===== config.mk =====
export PLATFORM = sky130hd
export DESIGN_NAME = ipf_top
export DESIGN_NICKNAME = d
export VERILOG_FILES = /design/src/ipf_pkg.sv /design/src/ipf_top.sv
export VERILOG_INCLUDE_DIRS = /design/src
export SDC_FILE = /design/constraint.sdc
export NUM_CORES = 1
export LEC_CHECK = 0
export BUFFER_PORTS_ARGS = -buffer_cell sky130_fd_sc_hd__buf_2
export CAP_MARGIN = 20
export CORE_ASPECT_RATIO = 0.6
export CORE_MARGIN = 2
export CORE_UTILIZATION = 30
export DETAILED_ROUTE_END_ITERATION = 12
export PLACE_DENSITY = 0.62
export SKIP_CTS_REPAIR_TIMING = 1
export SYNTH_ARGS = -nofsm -noshare
export SYNTH_HDL_FRONTEND = slang
export SYNTH_SLANG_ARGS = --single-unit

===== constraint.sdc =====
create_clock -name core_clk -period 1.25 [get_ports core_clk]
set_input_delay 0.25 -clock core_clk [delete_from_list [all_inputs] [get_ports core_clk]]
set_output_delay 0.25 -clock core_clk [all_outputs]
set_load 0.005 [all_outputs]

===== src/ipf_defs.svh =====
// Register offsets, field positions and reset values of the priority block
`ifndef IPF_DEFS_SVH
`define IPF_DEFS_SVH
`define IPF_ADDR_W 12
`define IPF_OFF_ADC_TX 12'h000
`define IPF_OFF_CHG_CMP 12'h004
`define IPF_PRIO_W 3
`define IPF_PRIO_RST 3'h4
`define IPF_PRIO_OFF 3'h0
`define IPF_PRIO_MAX 3'h7
`define IPF_PRIO_MIN 3'h1
`define IPF_ADC_LSB 4
`define IPF_TX_LSB 0
`define IPF_CHG_LSB 12
`define IPF_CMP_LSB 8
`define IPF_TWC_LSB 4
`define IPF_TWT_LSB 0
`define IPF_HTRANS_NONSEQ 2'h2
`define IPF_HSIZE_WORD 3'h2
`define IPF_RESP_OKAY 1'h0
`define IPF_UNUSED_A 32'hFFFF_FF88
`define IPF_UNUSED_B 32'hFFFF_8888
`endif


===== src/ipf_pkg.sv =====
// Types shared by the priority block
package ipf_pkg;
  typedef logic [2:0] ipf_prio_t;
  typedef struct packed {
    ipf_prio_t adc_done_priority;
    ipf_prio_t serial_tx_priority;
    ipf_prio_t pin_change_priority;
    ipf_prio_t comparator_priority;
    ipf_prio_t twowire_controller_priority;
    ipf_prio_t twowire_target_priority;
  } ipf_levels_s;
  typedef struct packed {
    logic adc_done;
    logic serial_tx;
    logic pin_change;
    logic comparator;
    logic twowire_controller;
    logic twowire_target;
  } ipf_enables_s;
endpackage : ipf_pkg


===== src/ipf_top.sv =====
// Interrupt priority field registers with AHB-Lite slave
`timescale 1ns/1ps
`include "ipf_defs.svh"
module ipf_top (
  // Clock and reset
  input wire logic core_clk,
  input wire logic rst_n,
  // AHB-Lite slave
  input wire logic hsel,
  input wire logic [31:0] haddr,
  input wire logic [1:0] htrans,
  input wire logic hwrite,
  input wire logic [2:0] hsize,
  input wire logic [31:0] hwdata,
  input wire logic hready,
  output logic [31:0] hrdata,
  output logic hreadyout,
  output logic hresp,
  // Levels to arbitration
  output ipf_pkg::ipf_levels_s levels,
  output ipf_pkg::ipf_enables_s enables
);
  // Address phase capture
  logic wr_pend_q;
  logic [`IPF_ADDR_W-1:0] wr_addr_q;
  logic [31:0] hrdata_q;
  ipf_pkg::ipf_levels_s lv_q;
  ipf_pkg::ipf_enables_s en_q;
  logic hreadyout_q;
  logic hresp_q;

  wire addr_ok = hsel && hready && (htrans == `IPF_HTRANS_NONSEQ);
  wire [`IPF_ADDR_W-1:0] a_addr = haddr[`IPF_ADDR_W-1:0];
  wire wr_a = wr_pend_q && (wr_addr_q == `IPF_OFF_ADC_TX);
  wire wr_b = wr_pend_q && (wr_addr_q == `IPF_OFF_CHG_CMP);

  // Register read images, unused bits zero
  wire [15:0] adc_uart_tx_priority = {9'h000, lv_q.adc_done_priority, 1'h0,
                                      lv_q.serial_tx_priority};
  wire [15:0] change_compare_i2c_priority = {1'h0, lv_q.pin_change_priority, 1'h0,
                                             lv_q.comparator_priority, 1'h0,
                                             lv_q.twowire_controller_priority, 1'h0,
                                             lv_q.twowire_target_priority};
  wire [15:0] rd_sel = (a_addr == `IPF_OFF_ADC_TX) ? adc_uart_tx_priority :
                       (a_addr == `IPF_OFF_CHG_CMP) ? change_compare_i2c_priority : 16'h0000;

  // Next field values from write data
  ipf_pkg::ipf_levels_s lv_d;
  assign lv_d.adc_done_priority = wr_a ? hwdata[`IPF_ADC_LSB +: `IPF_PRIO_W] :
                                  lv_q.adc_done_priority;
  assign lv_d.serial_tx_priority = wr_a ? hwdata[`IPF_TX_LSB +: `IPF_PRIO_W] :
                                   lv_q.serial_tx_priority;
  assign lv_d.pin_change_priority = wr_b ? hwdata[`IPF_CHG_LSB +: `IPF_PRIO_W] :
                                    lv_q.pin_change_priority;
  assign lv_d.comparator_priority = wr_b ? hwdata[`IPF_CMP_LSB +: `IPF_PRIO_W] :
                                    lv_q.comparator_priority;
  assign lv_d.twowire_controller_priority = wr_b ? hwdata[`IPF_TWC_LSB +: `IPF_PRIO_W] :
                                            lv_q.twowire_controller_priority;
  assign lv_d.twowire_target_priority = wr_b ? hwdata[`IPF_TWT_LSB +: `IPF_PRIO_W] :
                                        lv_q.twowire_target_priority;

  // Zero level disables the source
  ipf_pkg::ipf_enables_s en_d;
  assign en_d.adc_done = lv_d.adc_done_priority != `IPF_PRIO_OFF;
  assign en_d.serial_tx = lv_d.serial_tx_priority != `IPF_PRIO_OFF;
  assign en_d.pin_change = lv_d.pin_change_priority != `IPF_PRIO_OFF;
  assign en_d.comparator = lv_d.comparator_priority != `IPF_PRIO_OFF;
  assign en_d.twowire_controller = lv_d.twowire_controller_priority != `IPF_PRIO_OFF;
  assign en_d.twowire_target = lv_d.twowire_target_priority != `IPF_PRIO_OFF;

  // Bus phase registers
  always_ff @(posedge core_clk) begin
    if (!rst_n) begin
      wr_pend_q <= 1'b0;
      wr_addr_q <= '0;
      hrdata_q <= 32'h00000000;
    end else begin
      wr_pend_q <= addr_ok && hwrite;
      wr_addr_q <= a_addr;
      hrdata_q <= (addr_ok && !hwrite) ? {16'h0000, rd_sel} : 32'h00000000;
    end
  end

  // Priority fields, level passes unchanged
  always_ff @(posedge core_clk) begin
    if (!rst_n) begin
      lv_q <= {6{`IPF_PRIO_RST}};
      en_q <= '1;
    end else begin
      lv_q <= lv_d;
      en_q <= en_d;
    end
  end

  // Response registers, zero wait states and OKAY only
  always_ff @(posedge core_clk) begin
    if (!rst_n) begin
      hreadyout_q <= 1'b1;
      hresp_q <= `IPF_RESP_OKAY;
    end else begin
      hreadyout_q <= 1'b1;
      hresp_q <= `IPF_RESP_OKAY;
    end
  end

  assign hrdata = hrdata_q;
  assign hreadyout = hreadyout_q;
  assign hresp = hresp_q;
  assign levels = lv_q;
  assign enables = en_q;

  // Check qualifiers
  wire rd_req = addr_ok && !hwrite;
  wire rd_hit_a = rd_req && (a_addr == `IPF_OFF_ADC_TX);
  wire rd_hit_b = rd_req && (a_addr == `IPF_OFF_CHG_CMP);
  wire rd_miss = rd_req && !rd_hit_a && !rd_hit_b;
  wire wr_miss = wr_pend_q && !wr_a && !wr_b;
  wire [`IPF_PRIO_W-1:0] cmp_wdata = hwdata[`IPF_CMP_LSB +: `IPF_PRIO_W];

  // Field writes
  property p_cmp_write;
    @(posedge core_clk) disable iff (!rst_n)
      wr_b |=> levels.comparator_priority == $past(cmp_wdata);
  endproperty
  a_cmp_write: assert property (p_cmp_write) else $error("comparator not written");

  property p_twt_write;
    @(posedge core_clk) disable iff (!rst_n)
      wr_b |=> levels.twowire_target_priority == $past(hwdata[`IPF_TWT_LSB +: `IPF_PRIO_W])
        && levels.pin_change_priority == $past(hwdata[`IPF_CHG_LSB +: `IPF_PRIO_W]);
  endproperty
  a_twt_write: assert property (p_twt_write) else $error("register two field wrong");

  property p_twc_write;
    @(posedge core_clk) disable iff (!rst_n)
      wr_b |=>
        levels.twowire_controller_priority == $past(hwdata[`IPF_TWC_LSB +: `IPF_PRIO_W]);
  endproperty
  a_twc_write: assert property (p_twc_write) else $error("controller not written");

  property p_adc_write;
    @(posedge core_clk) disable iff (!rst_n)
      wr_a |=> levels.adc_done_priority == $past(hwdata[`IPF_ADC_LSB +: `IPF_PRIO_W])
        && levels.serial_tx_priority == $past(hwdata[`IPF_TX_LSB +: `IPF_PRIO_W]);
  endproperty
  a_adc_write: assert property (p_adc_write) else $error("register one field wrong");

  property p_adc_max;
    @(posedge core_clk) disable iff (!rst_n)
      wr_a && hwdata[`IPF_ADC_LSB +: `IPF_PRIO_W] == `IPF_PRIO_MAX |=>
        levels.adc_done_priority == `IPF_PRIO_MAX && enables.adc_done;
  endproperty
  a_adc_max: assert property (p_adc_max) else $error("adc top level lost");

  // Level codes and enables
  property p_max_level;
    @(posedge core_clk) disable iff (!rst_n)
      wr_b && cmp_wdata == `IPF_PRIO_MAX |=>
        levels.comparator_priority == `IPF_PRIO_MAX && enables.comparator;
  endproperty
  a_max_level: assert property (p_max_level) else $error("comparator top level lost");

  property p_min_enable;
    @(posedge core_clk) disable iff (!rst_n)
      wr_b && cmp_wdata == `IPF_PRIO_MIN |=>
        levels.comparator_priority == `IPF_PRIO_MIN && enables.comparator;
  endproperty
  a_min_enable: assert property (p_min_enable) else $error("lowest level not enabled");

  property p_zero_disable;
    @(posedge core_clk) disable iff (!rst_n)
      wr_b && cmp_wdata == `IPF_PRIO_OFF |=> !enables.comparator;
  endproperty
  a_zero_disable: assert property (p_zero_disable) else $error("comparator still on");

  property p_twt_zero;
    @(posedge core_clk) disable iff (!rst_n)
      wr_b && hwdata[`IPF_TWT_LSB +: `IPF_PRIO_W] == `IPF_PRIO_OFF |=>
        !enables.twowire_target;
  endproperty
  a_twt_zero: assert property (p_twt_zero) else $error("target still on");

  property p_disable;
    @(posedge core_clk) disable iff (!rst_n)
      enables.comparator == (levels.comparator_priority != `IPF_PRIO_OFF);
  endproperty
  a_disable: assert property (p_disable) else $error("zero level not disabled");

  property p_en_adc;
    @(posedge core_clk) disable iff (!rst_n)
      enables.adc_done == (levels.adc_done_priority != `IPF_PRIO_OFF);
  endproperty
  a_en_adc: assert property (p_en_adc) else $error("adc enable wrong");

  property p_en_tx;
    @(posedge core_clk) disable iff (!rst_n)
      enables.serial_tx == (levels.serial_tx_priority != `IPF_PRIO_OFF);
  endproperty
  a_en_tx: assert property (p_en_tx) else $error("transmit enable wrong");

  property p_en_chg;
    @(posedge core_clk) disable iff (!rst_n)
      enables.pin_change == (levels.pin_change_priority != `IPF_PRIO_OFF);
  endproperty
  a_en_chg: assert property (p_en_chg) else $error("pin change enable wrong");

  property p_en_twc;
    @(posedge core_clk) disable iff (!rst_n)
      enables.twowire_controller == (levels.twowire_controller_priority != `IPF_PRIO_OFF);
  endproperty
  a_en_twc: assert property (p_en_twc) else $error("controller enable wrong");

  property p_en_twt;
    @(posedge core_clk) disable iff (!rst_n)
      enables.twowire_target == (levels.twowire_target_priority != `IPF_PRIO_OFF);
  endproperty
  a_en_twt: assert property (p_en_twt) else $error("target enable wrong");

  property p_level_hold;
    @(posedge core_clk) disable iff (!rst_n)
      !wr_pend_q |=> $stable(levels);
  endproperty
  a_level_hold: assert property (p_level_hold) else $error("level changed without write");

  property p_miss_write;
    @(posedge core_clk) disable iff (!rst_n)
      wr_miss |=> $stable(levels);
  endproperty
  a_miss_write: assert property (p_miss_write) else $error("unmapped write landed");

  // Reset
  property p_reset_val;
    @(posedge core_clk) !rst_n |=> levels == {6{`IPF_PRIO_RST}} && enables == {6{1'h1}};
  endproperty
  a_reset_val: assert property (p_reset_val) else $error("reset level not four");

  // Readback
  property p_read_zero_a;
    @(posedge core_clk) disable iff (!rst_n)
      rd_hit_a |=>
        (hrdata & `IPF_UNUSED_A) == 32'h00000000;
  endproperty
  a_read_zero_a: assert property (p_read_zero_a) else $error("unused bit reads one");

  property p_read_zero;
    @(posedge core_clk) disable iff (!rst_n)
      rd_hit_b |=>
        (hrdata & `IPF_UNUSED_B) == 32'h00000000;
  endproperty
  a_read_zero: assert property (p_read_zero) else $error("unused bit reads one");

  property p_miss_read;
    @(posedge core_clk) disable iff (!rst_n)
      rd_miss |=> hrdata == 32'h00000000;
  endproperty
  a_miss_read: assert property (p_miss_read) else $error("unmapped read not zero");

  property p_data_idle;
    @(posedge core_clk) disable iff (!rst_n)
      !rd_req |=> hrdata == 32'h00000000;
  endproperty
  a_data_idle: assert property (p_data_idle) else $error("read data outside data phase");

  property p_adc_read;
    @(posedge core_clk) disable iff (!rst_n)
      rd_hit_a && !wr_pend_q |=>
        hrdata[`IPF_ADC_LSB +: `IPF_PRIO_W] == levels.adc_done_priority;
  endproperty
  a_adc_read: assert property (p_adc_read) else $error("adc readback wrong");

  property p_tx_read;
    @(posedge core_clk) disable iff (!rst_n)
      rd_hit_a && !wr_pend_q |=>
        hrdata[`IPF_TX_LSB +: `IPF_PRIO_W] == levels.serial_tx_priority;
  endproperty
  a_tx_read: assert property (p_tx_read) else $error("transmit readback wrong");

  property p_cmp_read;
    @(posedge core_clk) disable iff (!rst_n)
      rd_hit_b && !wr_pend_q |=>
        hrdata[`IPF_CMP_LSB +: `IPF_PRIO_W] == levels.comparator_priority;
  endproperty
  a_cmp_read: assert property (p_cmp_read) else $error("comparator readback wrong");

  property p_chg_read;
    @(posedge core_clk) disable iff (!rst_n)
      rd_hit_b && !wr_pend_q |=>
        hrdata[`IPF_CHG_LSB +: `IPF_PRIO_W] == levels.pin_change_priority;
  endproperty
  a_chg_read: assert property (p_chg_read) else $error("pin change readback wrong");

  property p_twc_read;
    @(posedge core_clk) disable iff (!rst_n)
      rd_hit_b && !wr_pend_q |=>
        hrdata[`IPF_TWC_LSB +: `IPF_PRIO_W] == levels.twowire_controller_priority;
  endproperty
  a_twc_read: assert property (p_twc_read) else $error("controller readback wrong");

  property p_twt_read;
    @(posedge core_clk) disable iff (!rst_n)
      rd_hit_b && !wr_pend_q |=>
        hrdata[`IPF_TWT_LSB +: `IPF_PRIO_W] == levels.twowire_target_priority;
  endproperty
  a_twt_read: assert property (p_twt_read) else $error("target readback wrong");

  // Scenario covers
  c_write_a: cover property (@(posedge core_clk) wr_a);
  c_write_b: cover property (@(posedge core_clk) wr_b);
  c_read_a: cover property (@(posedge core_clk) rd_hit_a && hsize == `IPF_HSIZE_WORD);
  c_read_b: cover property (@(posedge core_clk) rd_hit_b);
  c_disabled: cover property (@(posedge core_clk) !enables.comparator);
endmodule : ipf_top


# Word level (Yosys, flattened, before mapping)
# Index checks and enable logic that the tools add are counted.
# op_classes
eq_ne	3
n_bitwise	3
n_reduce_logical	18
muxes	8
# ops
operator	n
15-bit two-way mux	2
12-bit by 3-bit equality test with 1-bit output (second input constant)	2
12-bit zero test	2
3-bit two-way mux	6
3-bit nonzero test	6
1-bit logical AND	6
4-bit OR reduction	1
1-bit NOT	3
3-bit OR reduction	1
2-bit equality test (second input constant)	1
2-bit AND reduction	1
1-bit zero test	1
# totals
in_bits	74
register_bits	69

# Longest topological paths before layout
# depth
ltp_word	5
mapped_depth	4
mapped_depth_nobuf	3

# Worst setup path after synthesis
# OpenSTA, ideal clock, no wires.
# synth_timing
kind	register -> register
from	register wr_addr_q[11]
to	register en_q, in the netlist enables[0]
setup_ns	0.128
path_stages_with_launch	5
arrival_time_ns	1.142
required_ns	1.122
slack_ns	-0.019
path_cell_list	dfxtp_1 -> nor4_4 -> nand4_4 -> buf_6 -> mux2i_1
# synth_between
elab_chain_len	4
# synth_lines
item	line_no	text
start, declared	ipf_top.sv:25	logic [`IPF_ADDR_W-1:0] wr_addr_q;
start signal, assigned	ipf_top.sv:79	wr_addr_q <= a_addr;
12-bit by 3-bit equality test with 1-bit output (no line)	-	
1-bit logical AND	ipf_top.sv:35	wire wr_b = wr_pend_q && (wr_addr_q == `IPF_OFF_CHG_CMP);
3-bit two-way mux	ipf_top.sv:59	assign lv_d.twowire_target_priority = wr_b ? hwdata[`IPF_TWT_LSB +: `IPF_PRIO_W] :
3-bit nonzero test (no line)	-	
end signal, assigned	ipf_top.sv:91	en_q <= en_d;
end, declared	ipf_top.sv:28	ipf_pkg::ipf_enables_s en_q;
# No other way between the ends.
# A chain may end at the register's enable or synchronous reset.

# Worst setup path in the final report
# layout_timing
from	register wr_addr_q[0]
to	register en_q, in the netlist enables[4]
# layout_between
elab_chain_len	4
# layout_lines
item	line_no	text
12-bit zero test (no line)	-	
1-bit logical AND	ipf_top.sv:34	wire wr_a = wr_pend_q && (wr_addr_q == `IPF_OFF_ADC_TX);
3-bit two-way mux	ipf_top.sv:51	assign lv_d.serial_tx_priority = wr_a ? hwdata[`IPF_TX_LSB +: `IPF_PRIO_W] :
3-bit nonzero test (no line)	-	
# No other way between the ends.

==> results.txt <==
- Predominant post-synthesis flop cell: dfxtp_1
- The endpoint identified for the worst register-to-register timing path is enables[4].
- Pin count of the biggest net entering global routing: 17
- Result of the run: finished, violations left
* Number of endpoints failing setup at the final stage: 24
- Placer congestion estimate: 0.8731
- For the worst flop-to-flop path, the logic depth is 4.
- STA classifies the critical path startpoint as a flip-flop.
- TritonCTS built the clock tree.
* CTS sink cnt: 49
* Critical Path Slowest Stage Cell: dfxtp_2
* Fin worst setup slack: -0.08249 ns
* Diode count: 0
- Between clock sinks in the finished design, the worst skew comes to 0.005394 ns.
- EDFF count, synth: 0
* Mean instance size in the synthesized netlist: 10.34 sq um
- Internal reg-to-reg setup slack: -0.08 ns
* Number of buffers created by CTS: 5
- Worst min path class: input pin to flip-flop
- Req. time, crit path: 1.47 ns
* Number of cells produced by synthesis: 195
- Number of buffer cells added on primary ports: 66
- Root buffer selected by CTS: clkbuf_8
- Filler Cells Inserted: 658
- Lkg Pwr: 1.282 nW
- H-Tree Level Count: 2
- Average wire per cell in the routed design: 12.40 microns
* Max cap viols: 0
- The routed layout has 1513 vias.
- Family of cells with the greatest summed delay on the critical path: simple AND/OR/NAND/NOR gates
- In the final layout, flip-flops and latches occupy 983.4 sq um.
- Clock latency of the later-clocked register in the worst-skew pair: 0.30 ns
- The signal on the critical path passes through nor4_4, and4b_1, buf_6, mux2i_2.
- Number of design rule violations left after detail routing: 0
* Overall track demand over capacity in global routing: 12.44%
- In this run the power density over the cells is 1123 mW/mm^2.
- Critical hold path startpoint: haddr[11]
- GR met1 Demand/Resource: 18.36%
* Grt peak-use layer: met1
* Number of antenna violations at the first check in global routing: 0
- Peak clock frequency supported by timing: 750.5 MHz
* Failing checks: negative setup slack
- Area grow syn2layout: 30.09%
- Worst Hold Endpoint: wr_addr_q[11]
* CTS clk-pin slew, worst paths: 0.09 ns
* Horiz. Die Dim: 109.9 microns
- The worst path uses 106.6% of the clock period.
* Avg Vias per Cell: 4.123
* Number of stages on the worst hold path: 2
* Total power of the final layout: 2.946 mW
- For the worst setup path, the data arrival time is 1.55 ns.
* Number of buffers between clock root and the deepest sink: 2
- Multi-input gate area: 882.1 sq um
- Mapped cell area: 0.002017 sq mm
- The total overflow left after global routing is 0.
- Maximum fanout along the worst path: 4
* Count of routing violations after the opening detailed-route iteration: 40
- For this run, the post-layout net count is 353.
- DRT antenna net count: 0
- In the final layout, the share of cells above drive strength 1 is 36.79%.
- Dominant cell by count in the synthesized netlist: dfxtp_1
* Element type at the critical path end: flip-flop
* Kind of critical path: flip-flop to flip-flop
- Global routing consumed, on the met2 layer, 17.41% of the routing resources.
- Sequential-to-total area share from yosys stat: 48.64%
- Once the floorplan was initialized, standard cells occupied 30.61% of the core.
- Ports placed on the boundary: 132
- After detailed routing, the total wire length is 4550 microns.
* Highest ir drop seen on vdd: 0.6747 mV
- Cell type with the highest aggregate area in the netlist: dfxtp_1
* Number of iterations in the first detailed-routing pass: 4
- Fin crit period: 1.332 ns
* Warnings, synthesis: 0
- The worst register-to-register path begins at wr_addr_q[0].
- The first global-routing pass estimated 6837 microns of wire.
* Unrepaired setup endpoints after global routing: true
- Synth top area share: 48.64%
- Total core area: 0.006590 sq mm
* Number of register bits inferred by synthesis: 49
- Vias in the first global route: 1388
- The count of endpoints failing hold in the final timing report was 0.
- Once detailed placement completed, the half-perimeter wirelength came to 3562 microns.
- Global Route met3 Usage: 3.668%
* Overall die area: 0.007416 sq mm
- Ranked by instance count, the synthesized netlist is headed by dfxtp_1 (49), mux2i_1 (30), buf_4 (23).
* Area contributors post-synth: dfxtp_1 (49%), mux2i_1 (15%), buf_4 (8.6%), nand2_1 (3.9%), and2_1 (3.7%)
- Row generation in the floorplan step produced 23 rows.
- After synthesis, the share of flip-flops with an asynchronous set or reset is 0%.
- Yosys mapped the design onto 20 distinct sky130hd cell types.
- For the final routed database, the setup TNS stands at -1.501 ns.
* Sum of buffers and inverters on the critical path: 1
- Maximum single-stage delay on the critical path: 0.34 ns
* Final Max Slew Viols: 0
- The die is 67.51 microns tall.
==> cell usage in the layout, fill, tap and decap left out, types with 2 or more instances in the layout <==
cell type and count:
inv_1 6, nand2_1 21, conb_1 22, buf_4 20, and4b_1 2, nor4_1 3, clkbuf_8 5, dfxtp_1 47
nor2b_1 10, nor3_1 12, dfxtp_2 2, and2_1 12, buf_2 66, nor4_4 2, and3_1 3, nor3b_1 8
mux2i_1 29
==> kinds of logic (layout without fill, tap and decap cells) <==
group	Yosys count	count (layout)	synth area share, %
DFF	49	49	48.64
and+or+nand+nor	77	77	24.57
buffers and inverters	37	102	11.54
muxes	30	30	14.89
other	2	22	0.3723
==> worst max path at each step <==
stage | slack [ns] | from | end | cells past startpoint
finish | -0.08 | wr_addr_q[0] | enables[4] | 4
global route | -0.15 | wr_addr_q[0] | levels[16] | 4
CTS | -0.12 | wr_addr_q[11] | enables[4] | 4
detailed placement | -0.17 | haddr[9] | hrdata[2] | 5
global placement | -0.15 | rst_n | hrdata[6] | 5
floorplan | -0.02 | wr_addr_q[11] | enables[0] | 4
==> metrics by stage <==
step	setup slack, ns	std cells	hold slack, ns	cell area (sq um)	util, %
finish	-0.08249	367	0.1627	2624	39.81
global route	-0.1522	367	0.1520	2624	39.81
CTS	-0.1199	367	0.1503	2614	39.66
detailed placement	-0.1670	359	0.4491	2499	37.92
global placement	-0.1456	359	0.4405	2499	37.92
floorplan	-0.01931	215	0.3717	2096	-
==> sequential cells by signal, summed over array words and instances (netlist names) <==
register   count
hrdata        12
wr_addr_q     12
wr_pend_q      1
levels        18
enables        6
==> cell type report <==
cell class | instances | area share (%)
well taps | 87 | 4.149
multi-input cells | 129 | 33.62
flip-flops and latches | 49 | 37.48
clock inverters | 3 | 1.764
clock buffers | 5 | 2.623
inverters | 6 | 0.8584
repair buffers | 88 | 19.50
==> routing by layer <==
layer | vias to the layer above | part of all wire, %
met4 | 0 | 0.75
met2 | 57 | 38
met5 | - | 0
li1 | 775 | -
met3 | 5 | 8.2
met1 | 676 | 53
==> report_power, final <==
| part | internal [mW] | total (mW) | leakage [nW] | switching, mW |
|---|---|---|---|---|
| Combinational | 0.106 | 0.204 | 0.829 | 0.0977 |
| Clock | 0.599 | 1.14 | 0.0543 | 0.545 |
| Sequential | 1.58 | 1.60 | 0.399 | 0.0165 |
No activity file was read; power rests on OpenSTA's default activity.
